**config.mk**
```make
export PLATFORM = sky130hd
export DESIGN_NAME = acvc_axis
export DESIGN_NICKNAME = d
export VERILOG_FILES = /design/src/acvc_pkg.sv /design/src/acvc_range_check.sv /design/src/acvc_dwell_timer.sv /design/src/acvc_axis.sv
export SDC_FILE = /design/constraint.sdc
export NUM_CORES = 1
export LEC_CHECK = 0
export ABC_CLOCK_PERIOD_IN_PS = 6700
export CAP_MARGIN = 30
export CORE_MARGIN = 2
export CORE_UTILIZATION = 30
export CTS_CLUSTER_DIAMETER = 120
export DETAILED_ROUTE_END_ITERATION = 8
export DONT_BUFFER_PORTS = 1
export GPL_TIMING_DRIVEN = 0
export SYNTH_ARGS = -nofsm -noshare
export SYNTH_HDL_FRONTEND = slang
export SYNTH_HIERARCHICAL = 1
export SYNTH_SLANG_ARGS = --single-unit
```
**constraint.sdc**
```tcl
create_clock -name pclk -period 6.7 [get_ports pclk]
set_clock_uncertainty 0.05 [all_clocks]
set_input_delay 0.67 -clock pclk [delete_from_list [all_inputs] [get_ports pclk]]
set_output_delay 0.67 -clock pclk [all_outputs]
set_load 0.01 [all_outputs]
```
**src/acvc_pkg.sv**
```systemverilog
// shared constants, types and decoding for the axis current value change block
// Notes on behaviour
// - a current value change overwrites the stopped axis current feed position with the user value.
// - a current value change never touches the machine feed position.
// - starting a current value change entry loads its target address field at the start.
// - an entry set to continuous path gives error 515 and does not start.
// - a continuous path entry just before the change entry gives error 515 and a deceleration stop.
// - in degree units an entry target outside 0 to 359.99999 degrees gives error 514, no start.
// - an entry target beyond the stroke limits gives 507 (upper) or 508 (lower), no start.
// - an entry change in infinite length mode gives error 524, no start.
// - start number 9003 plus start copies the new position value into the current feed position.
// - a start number change in degree units outside the range gives error 514.
// - a start number change beyond the stroke limits gives no error; the next move start gives 507/508.
// - no change is made while a stop command or the auxiliary code output is active.
// - a start number change in infinite length mode gives error 543 at the start.
// - changeover control waits the dwell time after a position stop, not after a speed stop.
package acvc_pkg;
	// ************************************************************
	// register map, byte addresses
	// ************************************************************
	localparam logic [7:0] ACVC_OFF_CTRL = 8'h00;
	localparam logic [7:0] ACVC_OFF_START = 8'h04;
	localparam logic [7:0] ACVC_OFF_NEWVAL = 8'h08;
	localparam logic [7:0] ACVC_OFF_UPPER = 8'h0c;
	localparam logic [7:0] ACVC_OFF_LOWER = 8'h10;
	localparam logic [7:0] ACVC_OFF_ENTRY = 8'h14;
	localparam logic [7:0] ACVC_OFF_TARGET = 8'h18;
	localparam logic [7:0] ACVC_OFF_DWELL = 8'h1c;
	localparam logic [7:0] ACVC_OFF_AUX = 8'h20;
	localparam logic [7:0] ACVC_OFF_CUR = 8'h24;
	localparam logic [7:0] ACVC_OFF_MACH = 8'h28;
	localparam logic [7:0] ACVC_OFF_STATUS = 8'h2c;
	// ************************************************************
	// field positions
	// ************************************************************
	localparam int ACVC_CTRL_START = 0;
	localparam int ACVC_CTRL_STOP = 1;
	localparam int ACVC_CTRL_AUX_ON = 2;
	localparam int ACVC_CTRL_DEG = 3;
	localparam int ACVC_CTRL_INF = 4;
	localparam int ACVC_CTRL_CHG = 5;
	localparam int ACVC_CTRL_ERR_CLR = 8;
	localparam int ACVC_ENT_OP_LSB = 0;
	localparam int ACVC_ENT_METH_LSB = 4;
	localparam int ACVC_ENT_PREV_LSB = 8;
	localparam int ACVC_ST_BUSY = 0;
	localparam int ACVC_ST_DONE = 1;
	localparam int ACVC_ST_DECEL = 2;
	localparam int ACVC_ST_ERR_LSB = 16;
	// ************************************************************
	// encodings and values
	// ************************************************************
	localparam logic [1:0] ACVC_OP_CONT_PATH = 2'h3;
	localparam logic [3:0] ACVC_METH_ABS = 4'h1;
	localparam logic [3:0] ACVC_METH_SPEED_POS = 4'h2;
	localparam logic [3:0] ACVC_METH_CHANGE = 4'h3;
	localparam logic [15:0] ACVC_START_NUM_CHANGE = 16'h232b;
	localparam logic [15:0] ACVC_ERR_NONE = 16'h0000;
	localparam logic [15:0] ACVC_ERR_STROKE_UP = 16'h01fb;
	localparam logic [15:0] ACVC_ERR_STROKE_LO = 16'h01fc;
	localparam logic [15:0] ACVC_ERR_RANGE = 16'h0202;
	localparam logic [15:0] ACVC_ERR_CHANGE = 16'h0203;
	localparam logic [15:0] ACVC_ERR_METHOD = 16'h020c;
	localparam logic [15:0] ACVC_ERR_START_NUM = 16'h021f;
	// degree positions in 1e-5 degree, so 359.99999 degrees is this count
	localparam logic signed [31:0] ACVC_DEG_MAX = 32'sh022550ff;
	// ************************************************************
	// timing
	// ************************************************************
	localparam int ACVC_CLK_PERIOD_PS = 5000;
	localparam int ACVC_DWELL_UNIT_MS = 1;
	localparam int ACVC_MS_CYCLES = ACVC_DWELL_UNIT_MS * 1000000000 / ACVC_CLK_PERIOD_PS;
	// ************************************************************
	// types
	// ************************************************************
	typedef enum logic [1:0] {ACVC_IDLE, ACVC_SPEED, ACVC_POS, ACVC_DWELL} acvc_mode_t;
	typedef struct packed {
		logic over_upper;
		logic under_lower;
		logic out_degree;
	} acvc_range_t;
	// continuous path pattern decode, used for both the entry and its predecessor
	function automatic logic acvc_is_cont_path(input logic [1:0] pat);
		return pat == ACVC_OP_CONT_PATH;
	endfunction
endpackage

```
**src/acvc_range_check.sv**
```systemverilog
// range checker for stroke limits and the degree window
`timescale 1ns/1ps
`default_nettype none
module acvc_range_check import acvc_pkg::*; (
	input wire logic signed [31:0] value,
	input wire logic signed [31:0] upper,
	input wire logic signed [31:0] lower,
	output acvc_range_t flags
);
	// ************************************************************
	// compare against the limits
	// ************************************************************
	assign flags.over_upper = value > upper;
	assign flags.under_lower = value < lower;
	assign flags.out_degree = (value < 32'sh00000000) || (value > ACVC_DEG_MAX);
endmodule
`default_nettype wire

```
**src/acvc_dwell_timer.sv**
```systemverilog
// millisecond dwell timer
`timescale 1ns/1ps
`default_nettype none
module acvc_dwell_timer import acvc_pkg::*; #(
	parameter int unsigned MS_CYCLES = ACVC_MS_CYCLES
) (
	input wire logic pclk,
	input wire logic presetn,
	input wire logic go,
	input wire logic [15:0] dwell_ms,
	output logic done
);
	typedef struct packed {
		logic run;
		logic [15:0] ms_left;
		logic [31:0] pre;
		logic done;
	} acvc_dwell_state_t;
	acvc_dwell_state_t st_ff;
	acvc_dwell_state_t nxt_st;
	// ************************************************************
	// prescaler to milliseconds, then count milliseconds down
	// ************************************************************
	always_comb begin
		nxt_st = st_ff;
		nxt_st.done = 1'b0;
		if (go) begin
			nxt_st.pre = 32'h00000000;
			nxt_st.ms_left = dwell_ms;
			nxt_st.run = dwell_ms != 16'h0000;
			nxt_st.done = dwell_ms == 16'h0000; // zero dwell ends at once
		end else if (st_ff.run) begin
			if (st_ff.pre == 32'(MS_CYCLES - 1)) begin
				nxt_st.pre = 32'h00000000;
				if (st_ff.ms_left == 16'h0001) begin
					nxt_st.run = 1'b0;
					nxt_st.done = 1'b1;
				end else begin
					nxt_st.ms_left = st_ff.ms_left - 16'h0001;
				end
			end else begin
				nxt_st.pre = st_ff.pre + 32'h00000001;
			end
		end
	end
	// state register
	always_ff @(posedge pclk or negedge presetn) begin
		if (!presetn) begin
			st_ff <= '0;
		end else begin
			st_ff <= nxt_st;
		end
	end
	assign done = st_ff.done;
endmodule
`default_nettype wire

```
**src/acvc_axis.sv**
```systemverilog
// axis current value change and positioning core with apb registers
`timescale 1ns/1ps
`default_nettype none
module acvc_axis import acvc_pkg::*; #(
	parameter int unsigned MS_CYCLES = ACVC_MS_CYCLES
) (
	input wire logic pclk,
	input wire logic presetn,
	input wire logic psel,
	input wire logic penable,
	input wire logic pwrite,
	input wire logic [7:0] paddr,
	input wire logic [31:0] pwdata,
	output logic [31:0] prdata,
	output logic pready,
	output logic pslverr,
	output logic step_out,
	output logic step_dir,
	output logic busy,
	output logic pos_complete
);
	// complete record of the axis, kept in one register bank
	typedef struct packed {
		acvc_mode_t mode;
		logic stop_cmd;
		logic aux_on;
		logic unit_deg;
		logic inf_mode;
		logic chg_sig;
		logic [15:0] start_num;
		logic signed [31:0] new_val;
		logic signed [31:0] upper;
		logic signed [31:0] lower;
		logic signed [31:0] target;
		logic signed [31:0] cur;
		logic signed [31:0] mach;
		logic signed [31:0] remain;
		logic [1:0] op_pat;
		logic [1:0] prev_pat;
		logic [3:0] method;
		logic [15:0] dwell_ms;
		logic [15:0] aux_code;
		logic [15:0] err;
		logic complete;
		logic decel;
		logic step;
		logic dir;
		logic dwell_go;
		logic [31:0] rdata;
		logic slverr;
	} acvc_state_t;
	acvc_state_t st_ff;
	acvc_state_t nxt_st;
	// bus strobes, sequencer step controls and helper results
	logic wr;
	logic start;
	logic err_clr;
	logic do_step;
	logic step_fwd;
	logic dwell_done;
	logic signed [31:0] chk_val;
	acvc_range_t rng;
	// ************************************************************
	// shared decodes
	// ************************************************************
	// a live stop command or auxiliary code output holds off either kind of change
	function automatic logic change_held(input logic stop, input logic aux);
		return stop || aux;
	endfunction
	// in degree units a position is only legal inside one turn
	function automatic logic degree_bad(input logic unit_deg, input acvc_range_t f);
		return unit_deg && f.out_degree;
	endfunction
	// ************************************************************
	// range check on the value the next start will use
	// ************************************************************
	always_comb begin
		if (st_ff.start_num == ACVC_START_NUM_CHANGE) begin
			chk_val = st_ff.new_val;
		end else if (st_ff.method == ACVC_METH_CHANGE) begin
			chk_val = st_ff.target;
		end else begin
			chk_val = st_ff.cur;
		end
	end
	// one checker serves the start number value, the entry target and the held position
	acvc_range_check u_rng (
		.value(chk_val),
		.upper(st_ff.upper),
		.lower(st_ff.lower),
		.flags(rng)
	);
	// dwell timer takes a one-cycle go and answers with a one-cycle done
	acvc_dwell_timer #(.MS_CYCLES(MS_CYCLES)) u_dwell (
		.pclk(pclk),
		.presetn(presetn),
		.go(st_ff.dwell_go),
		.dwell_ms(st_ff.dwell_ms),
		.done(dwell_done)
	);
	// ************************************************************
	// apb decode
	// ************************************************************
	// zero wait states, so every access phase is also the edge that commits a write
	assign wr = psel && penable && pwrite;
	assign start = wr && (paddr == ACVC_OFF_CTRL) && pwdata[ACVC_CTRL_START];
	assign err_clr = wr && (paddr == ACVC_OFF_CTRL) && pwdata[ACVC_CTRL_ERR_CLR];
	// ************************************************************
	// next state
	// ************************************************************
	always_comb begin
		nxt_st = st_ff;
		nxt_st.step = 1'b0;
		nxt_st.dwell_go = 1'b0;
		do_step = 1'b0;
		step_fwd = 1'b1;
		// register writes in the access phase
		if (wr) begin
			case (paddr)
				ACVC_OFF_CTRL: begin
					nxt_st.stop_cmd = pwdata[ACVC_CTRL_STOP];
					nxt_st.aux_on = pwdata[ACVC_CTRL_AUX_ON];
					nxt_st.unit_deg = pwdata[ACVC_CTRL_DEG];
					nxt_st.inf_mode = pwdata[ACVC_CTRL_INF];
					nxt_st.chg_sig = pwdata[ACVC_CTRL_CHG];
				end
				ACVC_OFF_START: nxt_st.start_num = pwdata[15:0];
				ACVC_OFF_NEWVAL: nxt_st.new_val = pwdata;
				ACVC_OFF_UPPER: nxt_st.upper = pwdata;
				ACVC_OFF_LOWER: nxt_st.lower = pwdata;
				// one entry word carries pattern, method and the predecessor pattern
				ACVC_OFF_ENTRY: begin
					nxt_st.op_pat = pwdata[ACVC_ENT_OP_LSB +: 2];
					nxt_st.method = pwdata[ACVC_ENT_METH_LSB +: 4];
					nxt_st.prev_pat = pwdata[ACVC_ENT_PREV_LSB +: 2];
				end
				ACVC_OFF_TARGET: nxt_st.target = pwdata;
				ACVC_OFF_DWELL: nxt_st.dwell_ms = pwdata[15:0];
				ACVC_OFF_AUX: nxt_st.aux_code = pwdata[15:0];
				default: ;
			endcase
		end
		// clear first so that an error raised in the same cycle wins
		if (err_clr) begin
			nxt_st.err = ACVC_ERR_NONE;
		end
		// read data captured in the setup phase, unmapped reads answer slverr
		if (psel && !penable) begin
			nxt_st.slverr = 1'b0;
			case (paddr)
				ACVC_OFF_CTRL: nxt_st.rdata = {26'h0000000, st_ff.chg_sig, st_ff.inf_mode,
					st_ff.unit_deg, st_ff.aux_on, st_ff.stop_cmd, 1'b0};
				ACVC_OFF_START: nxt_st.rdata = {16'h0000, st_ff.start_num};
				ACVC_OFF_NEWVAL: nxt_st.rdata = st_ff.new_val;
				ACVC_OFF_UPPER: nxt_st.rdata = st_ff.upper;
				ACVC_OFF_LOWER: nxt_st.rdata = st_ff.lower;
				ACVC_OFF_ENTRY: nxt_st.rdata = {22'h000000, st_ff.prev_pat, st_ff.method,
					2'h0, st_ff.op_pat};
				ACVC_OFF_TARGET: nxt_st.rdata = st_ff.target;
				ACVC_OFF_DWELL: nxt_st.rdata = {16'h0000, st_ff.dwell_ms};
				ACVC_OFF_AUX: nxt_st.rdata = {16'h0000, st_ff.aux_code};
				ACVC_OFF_CUR: nxt_st.rdata = st_ff.cur;
				ACVC_OFF_MACH: nxt_st.rdata = st_ff.mach;
				ACVC_OFF_STATUS: nxt_st.rdata = {st_ff.err, 13'h0000, st_ff.decel,
					st_ff.complete, st_ff.mode != ACVC_IDLE};
				default: begin
					nxt_st.rdata = 32'h00000000;
					nxt_st.slverr = 1'b1;
				end
			endcase
		end
		// axis sequencing
		case (st_ff.mode)
			ACVC_IDLE: begin
				// only an idle axis takes a start; a start while moving is dropped
				if (start) begin
					nxt_st.complete = 1'b0;
					nxt_st.decel = 1'b0;
					if (st_ff.start_num == ACVC_START_NUM_CHANGE) begin
						// start number change path, value written beforehand
						if (st_ff.inf_mode) begin
							nxt_st.err = ACVC_ERR_START_NUM;
						end else if (change_held(st_ff.stop_cmd, st_ff.aux_on)) begin
							nxt_st.complete = 1'b0;
						end else if (degree_bad(st_ff.unit_deg, rng)) begin
							nxt_st.err = ACVC_ERR_RANGE;
						end else begin
							// no stroke check here, no pulses, machine value kept
							nxt_st.cur = st_ff.new_val;
							nxt_st.complete = 1'b1;
						end
					end else if (st_ff.method == ACVC_METH_CHANGE) begin
						if (change_held(st_ff.stop_cmd, st_ff.aux_on)) begin
							nxt_st.complete = 1'b0;
						end else if (acvc_is_cont_path(st_ff.op_pat)) begin
							nxt_st.err = ACVC_ERR_CHANGE;
						end else if (acvc_is_cont_path(st_ff.prev_pat)) begin
							nxt_st.err = ACVC_ERR_CHANGE;
							nxt_st.decel = 1'b1;
						end else if (st_ff.inf_mode) begin
							nxt_st.err = ACVC_ERR_METHOD;
						end else if (degree_bad(st_ff.unit_deg, rng)) begin
							nxt_st.err = ACVC_ERR_RANGE;
						end else if (rng.over_upper) begin
							nxt_st.err = ACVC_ERR_STROKE_UP;
						end else if (rng.under_lower) begin
							nxt_st.err = ACVC_ERR_STROKE_LO;
						end else begin
							// only the stored value moves, no step pulses
							nxt_st.cur = st_ff.target;
							nxt_st.complete = 1'b1;
						end
					// a move checks the position it starts from
					end else if (st_ff.method == ACVC_METH_ABS ||
						st_ff.method == ACVC_METH_SPEED_POS) begin
						// a value left beyond the stroke limits stops the next move
						if (rng.over_upper) begin
							nxt_st.err = ACVC_ERR_STROKE_UP;
						end else if (rng.under_lower) begin
							nxt_st.err = ACVC_ERR_STROKE_LO;
						end else if (st_ff.method == ACVC_METH_ABS) begin
							nxt_st.remain = st_ff.target - st_ff.cur;
							nxt_st.mode = ACVC_POS;
						end else begin
							nxt_st.mode = ACVC_SPEED;
						end
					end
				end
			end
			// speed part: one forward step per cycle until stopped or switched over
			ACVC_SPEED: begin
				if (st_ff.stop_cmd) begin
					// stop during speed control completes without dwell
					nxt_st.mode = ACVC_IDLE;
					nxt_st.complete = 1'b1;
				end else if (st_ff.chg_sig) begin
					nxt_st.remain = st_ff.target;
					nxt_st.mode = ACVC_POS;
				end else begin
					do_step = 1'b1;
				end
			end
			// position part: step until no distance remains
			ACVC_POS: begin
				if (st_ff.stop_cmd || st_ff.remain == 32'sh00000000) begin
					// position stop: wait the dwell before completing
					nxt_st.mode = ACVC_DWELL;
					nxt_st.dwell_go = 1'b1;
				end else begin
					do_step = 1'b1;
					step_fwd = st_ff.remain > 32'sh00000000;
				end
			end
			// busy stays high until the timer reports the dwell over
			ACVC_DWELL: begin
				if (dwell_done) begin
					nxt_st.mode = ACVC_IDLE;
					nxt_st.complete = 1'b1;
				end
			end
			// an unused mode code falls back to idle
			default: nxt_st.mode = ACVC_IDLE;
		endcase
		// one motion pulse moves both feed positions together
		// so the gap that a current value change left between them is kept
		if (do_step) begin
			nxt_st.step = 1'b1;
			nxt_st.dir = step_fwd;
			if (step_fwd) begin
				nxt_st.cur = st_ff.cur + 32'sh00000001;
				nxt_st.mach = st_ff.mach + 32'sh00000001;
				nxt_st.remain = st_ff.remain - 32'sh00000001;
			end else begin
				nxt_st.cur = st_ff.cur - 32'sh00000001;
				nxt_st.mach = st_ff.mach - 32'sh00000001;
				nxt_st.remain = st_ff.remain + 32'sh00000001;
			end
		end
	end
	// ************************************************************
	// state register
	// ************************************************************
	// one flop bank for the whole axis state
	always_ff @(posedge pclk or negedge presetn) begin
		if (!presetn) begin
			st_ff <= '0;
		end else begin
			st_ff <= nxt_st;
		end
	end
	// ************************************************************
	// outputs
	// ************************************************************
	assign prdata = st_ff.rdata;
	assign pslverr = st_ff.slverr;
	// the slave never stretches a transfer
	assign pready = 1'b1; // zero wait states
	assign step_out = st_ff.step;
	assign step_dir = st_ff.dir;
	// busy is decoded from the registered mode, so bus activity cannot glitch it
	assign busy = st_ff.mode != ACVC_IDLE;
	assign pos_complete = st_ff.complete;
endmodule
`default_nettype wire

```
Yosys cells after proc, flatten, opt, wreduce, memory -nomap -nowiden
Cells that the tools add are included.
{"block": "totals", "regBits": 391, "out_inout_bits": 38, "wordCells": 229}
{"block": "classes", "add_sub_neg": 9, "n_lt_le_gt_ge": 5, "eq_ne": 51, "muxes": 92, "n_reduce_logical": 41}
{"cell": "32-bit two-way mux", "count": 26}
{"cell": "32-bit case mux with 12 select lines", "count": 1}
{"cell": "16-bit two-way mux", "count": 15}
{"cell": "96-bit two-way mux", "count": 2}
{"cell": "50-bit two-way mux", "count": 2}
{"cell": "32-bit by 2-bit adder with 32-bit output (second input constant)", "count": 3}
{"cell": "32-bit by 2-bit subtractor with 32-bit output (second input constant)", "count": 3}
{"cell": "32-bit case mux with 2 select lines", "count": 1}
{"cell": "3-bit != test (second input constant)", "count": 14}
{"cell": "17-bit two-way mux", "count": 2}
{"cell": "32-bit by 1-bit adder with 32-bit output (second input constant)", "count": 1}
{"cell": "32-bit by 18-bit == test with 1-bit output (second input constant)", "count": 1}
{"cell": "8-bit by 5-bit == test with 1-bit output (second input constant)", "count": 4}
{"cell": "8-bit by 6-bit == test with 1-bit output (second input constant)", "count": 4}
{"cell": "32-bit by 1-bit greater-than comparator with 1-bit output (second input constant)", "count": 1}
{"cell": "32-bit by 27-bit greater-than comparator with 1-bit output (second input constant)", "count": 1}
{"cell": "32-bit greater-than comparator", "count": 1}
{"cell": "32-bit zero test", "count": 1}
{"cell": "32-bit by 1-bit < comparator with 1-bit output (second input constant)", "count": 1}
{"cell": "32-bit < comparator", "count": 1}
{"cell": "32-bit subtractor", "count": 1}
{"cell": "2-bit two-way mux", "count": 14}
{"cell": "1-bit two-way mux", "count": 25}
{"cell": "2-bit != test (second input constant)", "count": 10}
{"cell": "32 further kinds", "count": 63}

Depth between registers and ports, before layout
Gate-level depths: netlist of run 1.
{"block": "logic_depth", "word_depth": 16, "ltp_mapped": 26, "mapped_depth_nobuf": 21}

Modules after synthesis
Netlist of run 1, hierarchy kept.
{"module": "acvc_axis", "instances": 1, "cells_each": 2336, "area_each_um2": 22409.0, "seq_area_each_um2": 8533.2}
{"module": "acvc_dwell_timer", "instances": 1, "cells_each": 369, "area_each_um2": 3149.3, "seq_area_each_um2": 1251.2}
{"module": "acvc_range_check", "instances": 1, "cells_each": 232, "area_each_um2": 1669.1, "seq_area_each_um2": 0.0}

Worst setup path after synthesis of run 1
Ideal clock, no wire load.
{"block": "synth_timing", "kind": "register to register", "from": "register st_ff[94] (netlist name)", "to": "register st_ff[122] (netlist name)", "arrival_ns": 6.284, "required_time_ns": 6.524, "setup_slack_ns": 0.240, "path_stages_with_launch": 19, "synth_period_minus_slack_ns": 6.460, "cell_sequence": "dfrtp_1 nor4_1 nand4_1 o21bai_1 or2_2 inv_1 nand2_1 clkinv_1 fa_1 nor2b_1 o31a_1 o21ai_0 a2111oi_0 nor2_1 o31ai_2 a311oi_2 o21bai_1 xor2_1 a221o_1"}

==> metrics.md, run 1 <==
| Metric | Value |
|---|---|
| Peak VDD IR | `between 0.2 and 0.25 mV` |
| Clock Latency Late Sink | `0.62 ns` |
| Root Buffer | `clkbuf_16` |
| Final setup vio count | `0` |
| Met2 Track Usage GR | `0.3263` |
| Final nets | `approximately 3,200` |
| DR vias | `roughly 24,000` |
| Clock Sinks | `roughly 400` |
| Die Area | `just over 90,000 um^2` |
| DIE HEIGHT | `between 300 and 400 um` |
| Cells along the critical path | `nor4_1 -> nand4_1 -> nor3_4 -> clkbuf_2 -> clkbuf_2 -> clkbuf_4 -> nand2_1 -> o21ai_0 -> ha_1 -> a21o_1 -> a221oi_1 -> nor3_1 -> a41oi_1 -> a31oi_2 -> o32ai_1 -> clkbuf_2 -> nor2_1 -> a31oi_1 -> nor4_1 -> and2_1 -> buf_4 -> buf_2 -> o211ai_1 -> o21ai_0` |
| Crit. End Element | `register` |
| Async set-reset flop share out of synthesis | `1.000` |
| Final Cycle Share | `0.9765` |
| Worst setup path startpoint | `st_ff[320]$_DFFE_PN0P_` |
| CTS tree | `done` |
| P per Cell Area | `roughly 380 nW/um^2` |
| Initial Util | `0.3025` |
| Min Tclk post-route | `between 6 and 7 ns` |
| Global-route usage over all layers | `0.2092` |
| Post-synthesis cell area | `approximately 27,000 um^2` |
| Normalized max-slew margin | `-0.04505` |
| RSZ-0062 raised after global routing | `false` |
| HP Class | `in2async` |
| Initial DRC Count | `~2,600` |
| Post-CTS setup buffer count | `0` |
| Crit path top cell by count | `clkbuf_2` |
| Worst EP arrival | `6.97 ns` |
| CP Launch Type | `register` |
| Post-Layout Cell Count | `4,213` |
| Layout cells sized above 1 | `0.1349` |
| Vias in the first global route | `roughly 23,000` |
| Pre-CTS WS | `-0.6685 ns` |
| Clock buffer depth | `3` |
| Routed Antenna Nets | `0` |
| Final core occ | `0.3402` |
| Largest stage delay on the critical path | `0.53 ns` |
| Max cap viols | `0` |
| First-pass GRT wire length | `approximately 150 mm` |
| Final WS setup | `0.1572 ns` |
| Max-slew violations | `46` |
| Synth top area cells | `dfrtp_1 (36%), ha_1 (8.8%), mux2_2 (8.0%), o21ai_0 (4.1%), nand2_1 (3.5%)` |
| R2r startpoint | `st_ff[320]$_DFFE_PN0P_` |
| GP Congestion | `around 0.97` |
| Syn-to-layout area delta | `12.46%` |
| Transition time of the tightest slew-check pin | `roughly 1.6 ns` |
| Achievable clock frequency | `0.1528 GHz` |
| Clock slew at reported path FFs | `roughly 0.06 ns` |
| Most Crowded Layer GR | `met2` |
| Slowest-stage cell, CP | `a41oi_1` |
| Cell taking the most area after synthesis | `dfrtp_1` |
| Detailed placer's ending HPWL | `75.75 mm` |
| Worst-path fanout max | `10` |
| Width of the chip | `305.3 um` |
| Min Hold Slack | `-0.1692 ns` |
| Primary FF master, synth | `dfrtp_1` |
| Critical path type | `reg2reg` |
| Initial antenna violation count | `6` |
| Pin count of the biggest net entering global routing | `~400` |
| Crit path buf inv count | `6` |
| EDFF count, synth | `0` |
| Status | `complete, but fails checks` |
| Std cell rows | `110` |
| Grt met3 use | `0.04333` |
| Ports | `83` |
| Vias/cell | `between 5 and 6` |
| CP top delay family | `compound AO/OA/AOI/OAI gates` |
| Worst EP required | `~7.1 ns` |
| Yosys reg bits | `roughly 390` |
| Syn Inst Count | `a little under 3,000` |
| Register area share after synthesis | `0.3594` |
| Routing usage on met1 | `0.2829` |
| Synth unique cells | `99` |
| Syn Nets | `about 3,200` |
| Total of warnings raised by yosys | `6` |
| Global route total overflow | `0` |
| Routed len/inst | `23.81 um` |
| Avg Cell Area, Syn | `a little over 9 um^2` |
| Input/output buffers | `0` |
| CTS buffer count | `47` |
| Inst Count DP | `just over 4,000` |
| Final Hold Fails | `approximately 270` |
| Initial DRT Pass Iterations | `9` |
| Drt drc | `0` |
| Core Region | `roughly 90,000 um^2` |
| Failing checks | `hold timing, slew limit` |
| Area fraction of the dominant cell type after synthesis | `0.3594` |
| # H-tree levels | `2` |
| Total Wirelength | `100.3 mm` |
| Lkg Pwr | `between 10 and 15 nW` |
area by class of cell:
| class | instances | area [um^2] |
|---|---|---|
| Multi-Input combinational cell | 2230 | 16110 |
| Clock buffer | 59 | 1333 |
| Fill cell | 9378 | 59390 |
| Timing Repair Buffer | 8 | 132.6 |
| Clock inverter | 28 | 380.4 |
| Buffer | 169 | 843.3 |
| Inverter | 147 | 554.3 |
| Sequential cell | 391 | 9784 |
| Antenna cell | 5 | 12.51 |
| Tap cell | 1176 | 1471 |
per-layer routing:
metal / up-vias / wire length, um
met3: 241 / 7698
met5: - / 48
met1: 12080 / 43960
met4: 8 / 4305
met2: 903 / 44320
li1: 11090 / -
flip-flops by register name, summed over array words and instances (netlist names):
name / cells
u_dwell/done: 1
pos_complete: 1
prdata: 32
step_dir: 1
pslverr: 1
st_ff: 305
u_dwell/st_ff: 49
step_out: 1
synth_stat cells, drive strengths merged (29+ instances only):
| library cell | count |
|---|---|
| nor3 | 45 |
| a21o | 67 |
| xor2 | 59 |
| nand2 | 252 |
| a21oi | 169 |
| dfrtp | 391 |
| xnor2 | 54 |
| nand2b | 48 |
| nand3 | 123 |
| inv | 144 |
| o21ai | 230 |
| mux2 | 193 |
| buf | 74 |
| nor4 | 29 |
| a22oi | 69 |
| o211ai | 77 |
| mux2i | 38 |
| nand4 | 50 |
| clkbuf | 95 |
| a22o | 42 |
| ha | 191 |
| nor2 | 113 |
path summary, 6_finish.rpt:
| path | end | slack, ns | cells after the start |
|---|---|---|---|
| max | st_ff[188]$_DFFE_PN0P_ | 0.16 | 24 |
| max reg2reg | st_ff[188]$_DFFE_PN0P_ | 0.16 | 24 |
| min | u_dwell/st_ff[20]$_DFFE_PN0P_ | -0.17 | 0 |
| max in group asynchronous | st_ff[53]$_DFF_PN0_ | 5.64 | 0 |
| min reg2reg | prdata[5]$_DFFE_PN0P_ | 0.43 | 1 |
| min in group pclk | st_ff[306]$_DFFE_PN0P_ | 0.15 | 1 |
report_power, final:
part,leakage [nW],internal [mW],switching (mW)
Combinational,7.27,2.16,3.50
Clock,0.840,1.72,1.15
Sequential,5.30,2.69,0.454
logic make-up (layout without fill, tap and decap cells):
group,after synthesis,in the layout,synth area share
simple gates,803,803,0.1513
fa+ha+maj,195,195,0.09071
flops,391,391,0.3594
compound gates,887,887,0.2180
other cells,1,6,0.0001377
buf+inv,316,411,0.05032
xor+xnor,113,113,0.03635
mux,231,231,0.09379
metrics by stage:
step	total power, mW	instance area, um^2	setup TNS (ns)	hold slack, ns
after global placement	8.547	28700	-155.92	0.4131
after CTS	11.59	30550	0	-0.2197
final	11.67	30620	0	-0.1692
after floorplan	6.992	27230	0	0.3244
after detailed placement	8.687	28820	-34.94	0.4141
after global routing	12.43	30610	0	-0.2134
placed cells by master, fill, tap and decap left out, types with 41 or more instances in the layout:
cell type  instances
o21ai_0          219
clkbuf_1          86
a21o_1            67
a21oi_1          168
a22oi_1           69
inv_1            144
xnor2_1           54
o211ai_1          77
nand4_1           49
nor3_1            42
nor2_1           111
a22o_1            42
clkbuf_16         48
ha_1             191
nand2_1          250
mux2_2           193
nand2b_1          48
dfrtp_1          391
nand3_1          121
buf_4             41
xor2_1            59
timing repair:
item,CTS,global route
pin swaps,0,1
endpoints found under the hold margin,391,391
endpoints found under the setup margin,81,69
resized for setup,11,22
(Power assumes the default switching activity.)
==> run 2, diff against run 1 <==
--- a/config.mk
+++ b/config.mk
@@ -13,6 +13,7 @@
 export DETAILED_ROUTE_END_ITERATION = 8
 export DONT_BUFFER_PORTS = 1
 export GPL_TIMING_DRIVEN = 0
+export PLACE_DENSITY = 0.43
 export SYNTH_ARGS = -nofsm -noshare
 export SYNTH_HDL_FRONTEND = slang
 export SYNTH_HIERARCHICAL = 1
==> metrics.md, run 2 (same netlist as run 1, synthesis figures left out) <==
| Metric | Value |
|---|---|
| Vias/cell | `5.768` |
| Initial Util | `0.3025` |
| Pin count of the biggest net entering global routing | `between 300 and 400` |
| Failing checks | `hold timing, slew limit` |
| Largest stage delay on the critical path | `0.54 ns` |
| Peak VDD IR | `around 0.17 mV` |
| Final Hold Fails | `between 200 and 250` |
| Cells along the critical path | `nor4_1 -> nand4_1 -> nor3_4 -> clkbuf_2 -> clkbuf_2 -> clkbuf_4 -> nand2_1 -> o21ai_0 -> ha_1 -> and3_1 -> a221oi_1 -> nor3_1 -> a41oi_2 -> a31oi_2 -> o32ai_1 -> clkbuf_2 -> nor2_1 -> a31oi_1 -> nor4_2 -> and2_1 -> buf_4 -> buf_2 -> o21ai_0 -> o21ai_0` |
| Power Total | `11.98 mW` |
| Metal-1 WL | `47.45 mm` |
| DIE HEIGHT | `305.3 um` |
| Lkg Pwr | `between 10 and 15 nW` |
| Vias in the first global route | `between 20,000 and 25,000` |
| Critical path type | `reg2reg` |
| Die Area | `approximately 93,000 um^2` |
| Achievable clock frequency | `0.1558 GHz` |
| Post-Layout Cell Count | `about 4,200` |
| Initial DRT Pass Iterations | `8` |
| RSZ-0062 raised after global routing | `false` |
| Max cap viols | `0` |
| Clock Sinks | `about 390` |
| Most frequent cells in the layout | `dfrtp_1 (391), nand2_1 (250), o21ai_0 (220)` |
| Clock Latency Late Sink | `about 0.61 ns` |
| Detailed placer's ending HPWL | `between 80 and 90 mm` |
| Clock slew at reported path FFs | `about 0.060 ns` |
| GP Congestion | `between 0.8 and 0.9` |
| Ports | `between 80 and 90` |
| First-pass GRT wire length | `roughly 160 mm` |
| Routed wl met3 | `~6.9 mm` |
| Total Wirelength | `110.3 mm` |
| Max-slew violations | `between 100 and 150` |
| Final setup vio count | `0` |
| Initial antenna violation count | `6` |
| Crit. End Element | `register` |
| P per Cell Area | `388.3 nW/um^2` |
| Routed Antenna Nets | `0` |
| Metal2 WL | `51.76 mm` |
| Std cell rows | `110` |
| Syn-to-layout area delta | `13.28%` |
| CP top delay family | `compound AO/OA/AOI/OAI gates` |
| Worst EP arrival | `6.83 ns` |
| Status | `complete, but fails checks` |
| Width of the chip | `between 300 and 400 um` |
| Inst Count DP | `4,125` |
| Layout cells sized above 1 | `0.1379` |
| # H-tree levels | `2` |
| Commonest non-fill, non-tap cell in the layout | `dfrtp_1` |
| Min Hold Slack | `-0.2020 ns` |
| Normalized max-slew margin | `-0.08645` |
| Transition time of the tightest slew-check pin | `between 1.5 and 2 ns` |
| Fill cells | `9,307` |
| Routed len/inst | `around 26 um` |
| Worst-path fanout max | `10` |
| CTS buffer count | `50` |
| Biggest register | `st_ff` |
| Root Buffer | `clkbuf_16` |
| Drt drc | `0` |
| Max Used Layer | `met5` |
| DR vias | `~24,000` |
| Min Tclk post-route | `approximately 6.4 ns` |
| Worst EP required | `about 7.1 ns` |
| Initial DRC Count | `roughly 2,500` |
| Crit path buf inv count | `6` |
| Final nets | `3,244` |
| Clock buffer depth | `3` |
| Global-route usage over all layers | `0.2311` |
| CP Launch Type | `register` |
| Max FFs per register | `305` |
| CTS tree | `done` |
| Slowest-stage cell, CP | `o32ai_1` |
| Input/output buffers | `0` |
| HP Class | `in2async` |
| Core Region | `90,010 um^2` |
| Final Cycle Share | `0.9577` |
| Global route total overflow | `0` |
-- run 2: what timing repair did --
action,4_1_cts,5_1_grt
hold endpoints to repair,391,391
gates resized for setup,20,19
pin swaps,0,2
setup buffers,0,1
endpoints found under the setup margin,87,66
-- run 2: worst register-to-register path, stage by stage (launching register included) --
cell and delay, ns:
dfrtp_1 0.43, nor4_1 0.37, nand4_1 0.21, nor3_4 0.28, clkbuf_2 0.33, clkbuf_2 0.30
clkbuf_4 0.32, nand2_1 0.12, o21ai_0 0.19, ha_1 0.31, and3_1 0.22, a221oi_1 0.35
nor3_1 0.11, a41oi_2 0.31, a31oi_2 0.19, o32ai_1 0.54, clkbuf_2 0.34, nor2_1 0.12
a31oi_1 0.21, nor4_2 0.08, and2_1 0.15, buf_4 0.17, buf_2 0.22, o21ai_0 0.27
o21ai_0 0.11
-- run 2: per-stage QoR --
| stage | hold WS [ns] | setup TNS [ns] | area [um^2] | utilization | setup slack, ns |
|---|---|---|---|---|---|
| after CTS | -0.2922 | 0 | 30720 | 0.3413 | 0.002973 |
| after floorplan | 0.3244 | 0 | 27230 | - | 0.2401 |
| after global placement | 0.3970 | -186.79 | 28700 | 0.3188 | -3.402 |
| after detailed placement | 0.3512 | -54.76 | 28880 | 0.3208 | -0.9914 |
| final | -0.2020 | 0 | 30840 | 0.3426 | 0.2834 |
| after global routing | -0.2395 | 0 | 30840 | 0.3426 | 0.02168 |
-- run 2: final timing paths --
kind | startpoint | end | slack, ns | cells after the start
max | st_ff[320]$_DFFE_PN0P_ | st_ff[159]$_DFFE_PN0P_ | 0.28 | 24
min | presetn | u_dwell/st_ff[26]$_DFFE_PN0P_ | -0.20 | 0
max reg2reg | st_ff[320]$_DFFE_PN0P_ | st_ff[159]$_DFFE_PN0P_ | 0.28 | 24
min reg2reg | prdata[2]$_DFFE_PN0P_ | prdata[2]$_DFFE_PN0P_ | 0.43 | 1
max in group asynchronous | presetn | st_ff[189]$_DFFE_PN0P_ | 5.56 | 0
min in group pclk | pwdata[24] | st_ff[310]$_DFFE_PN0P_ | 0.16 | 1
-- run 2: area by class of cell --
type                       instances  area [um^2]  area share
multi-input combinational       2230        16180      0.5245
inverter                         147        559.3     0.01813
tap                             1176         1471     0.04771
clock buffer                      74         1493     0.04840
clock inverter                    19        295.3    0.009574
timing repair buffer              15        211.5    0.006856
sequential                       391         9784      0.3172
buffer                           169        847.1     0.02746
antenna                            2        5.005   0.0001623
-- run 2: routing by layer --
layer,GRT usage,vias to the layer above
met5,0,-
met4,0.08099,6
met3,0.03903,208
met2,0.3832,831
met1,0.3036,12190
li1,-,11120
-- run 2: report_power, final --
part	leakage (nW)	internal (mW)	total (mW)	switching, mW
combinational	7.33	2.20	5.84	3.65
sequential	5.30	2.69	3.15	0.468
clock	0.877	1.81	2.98	1.16
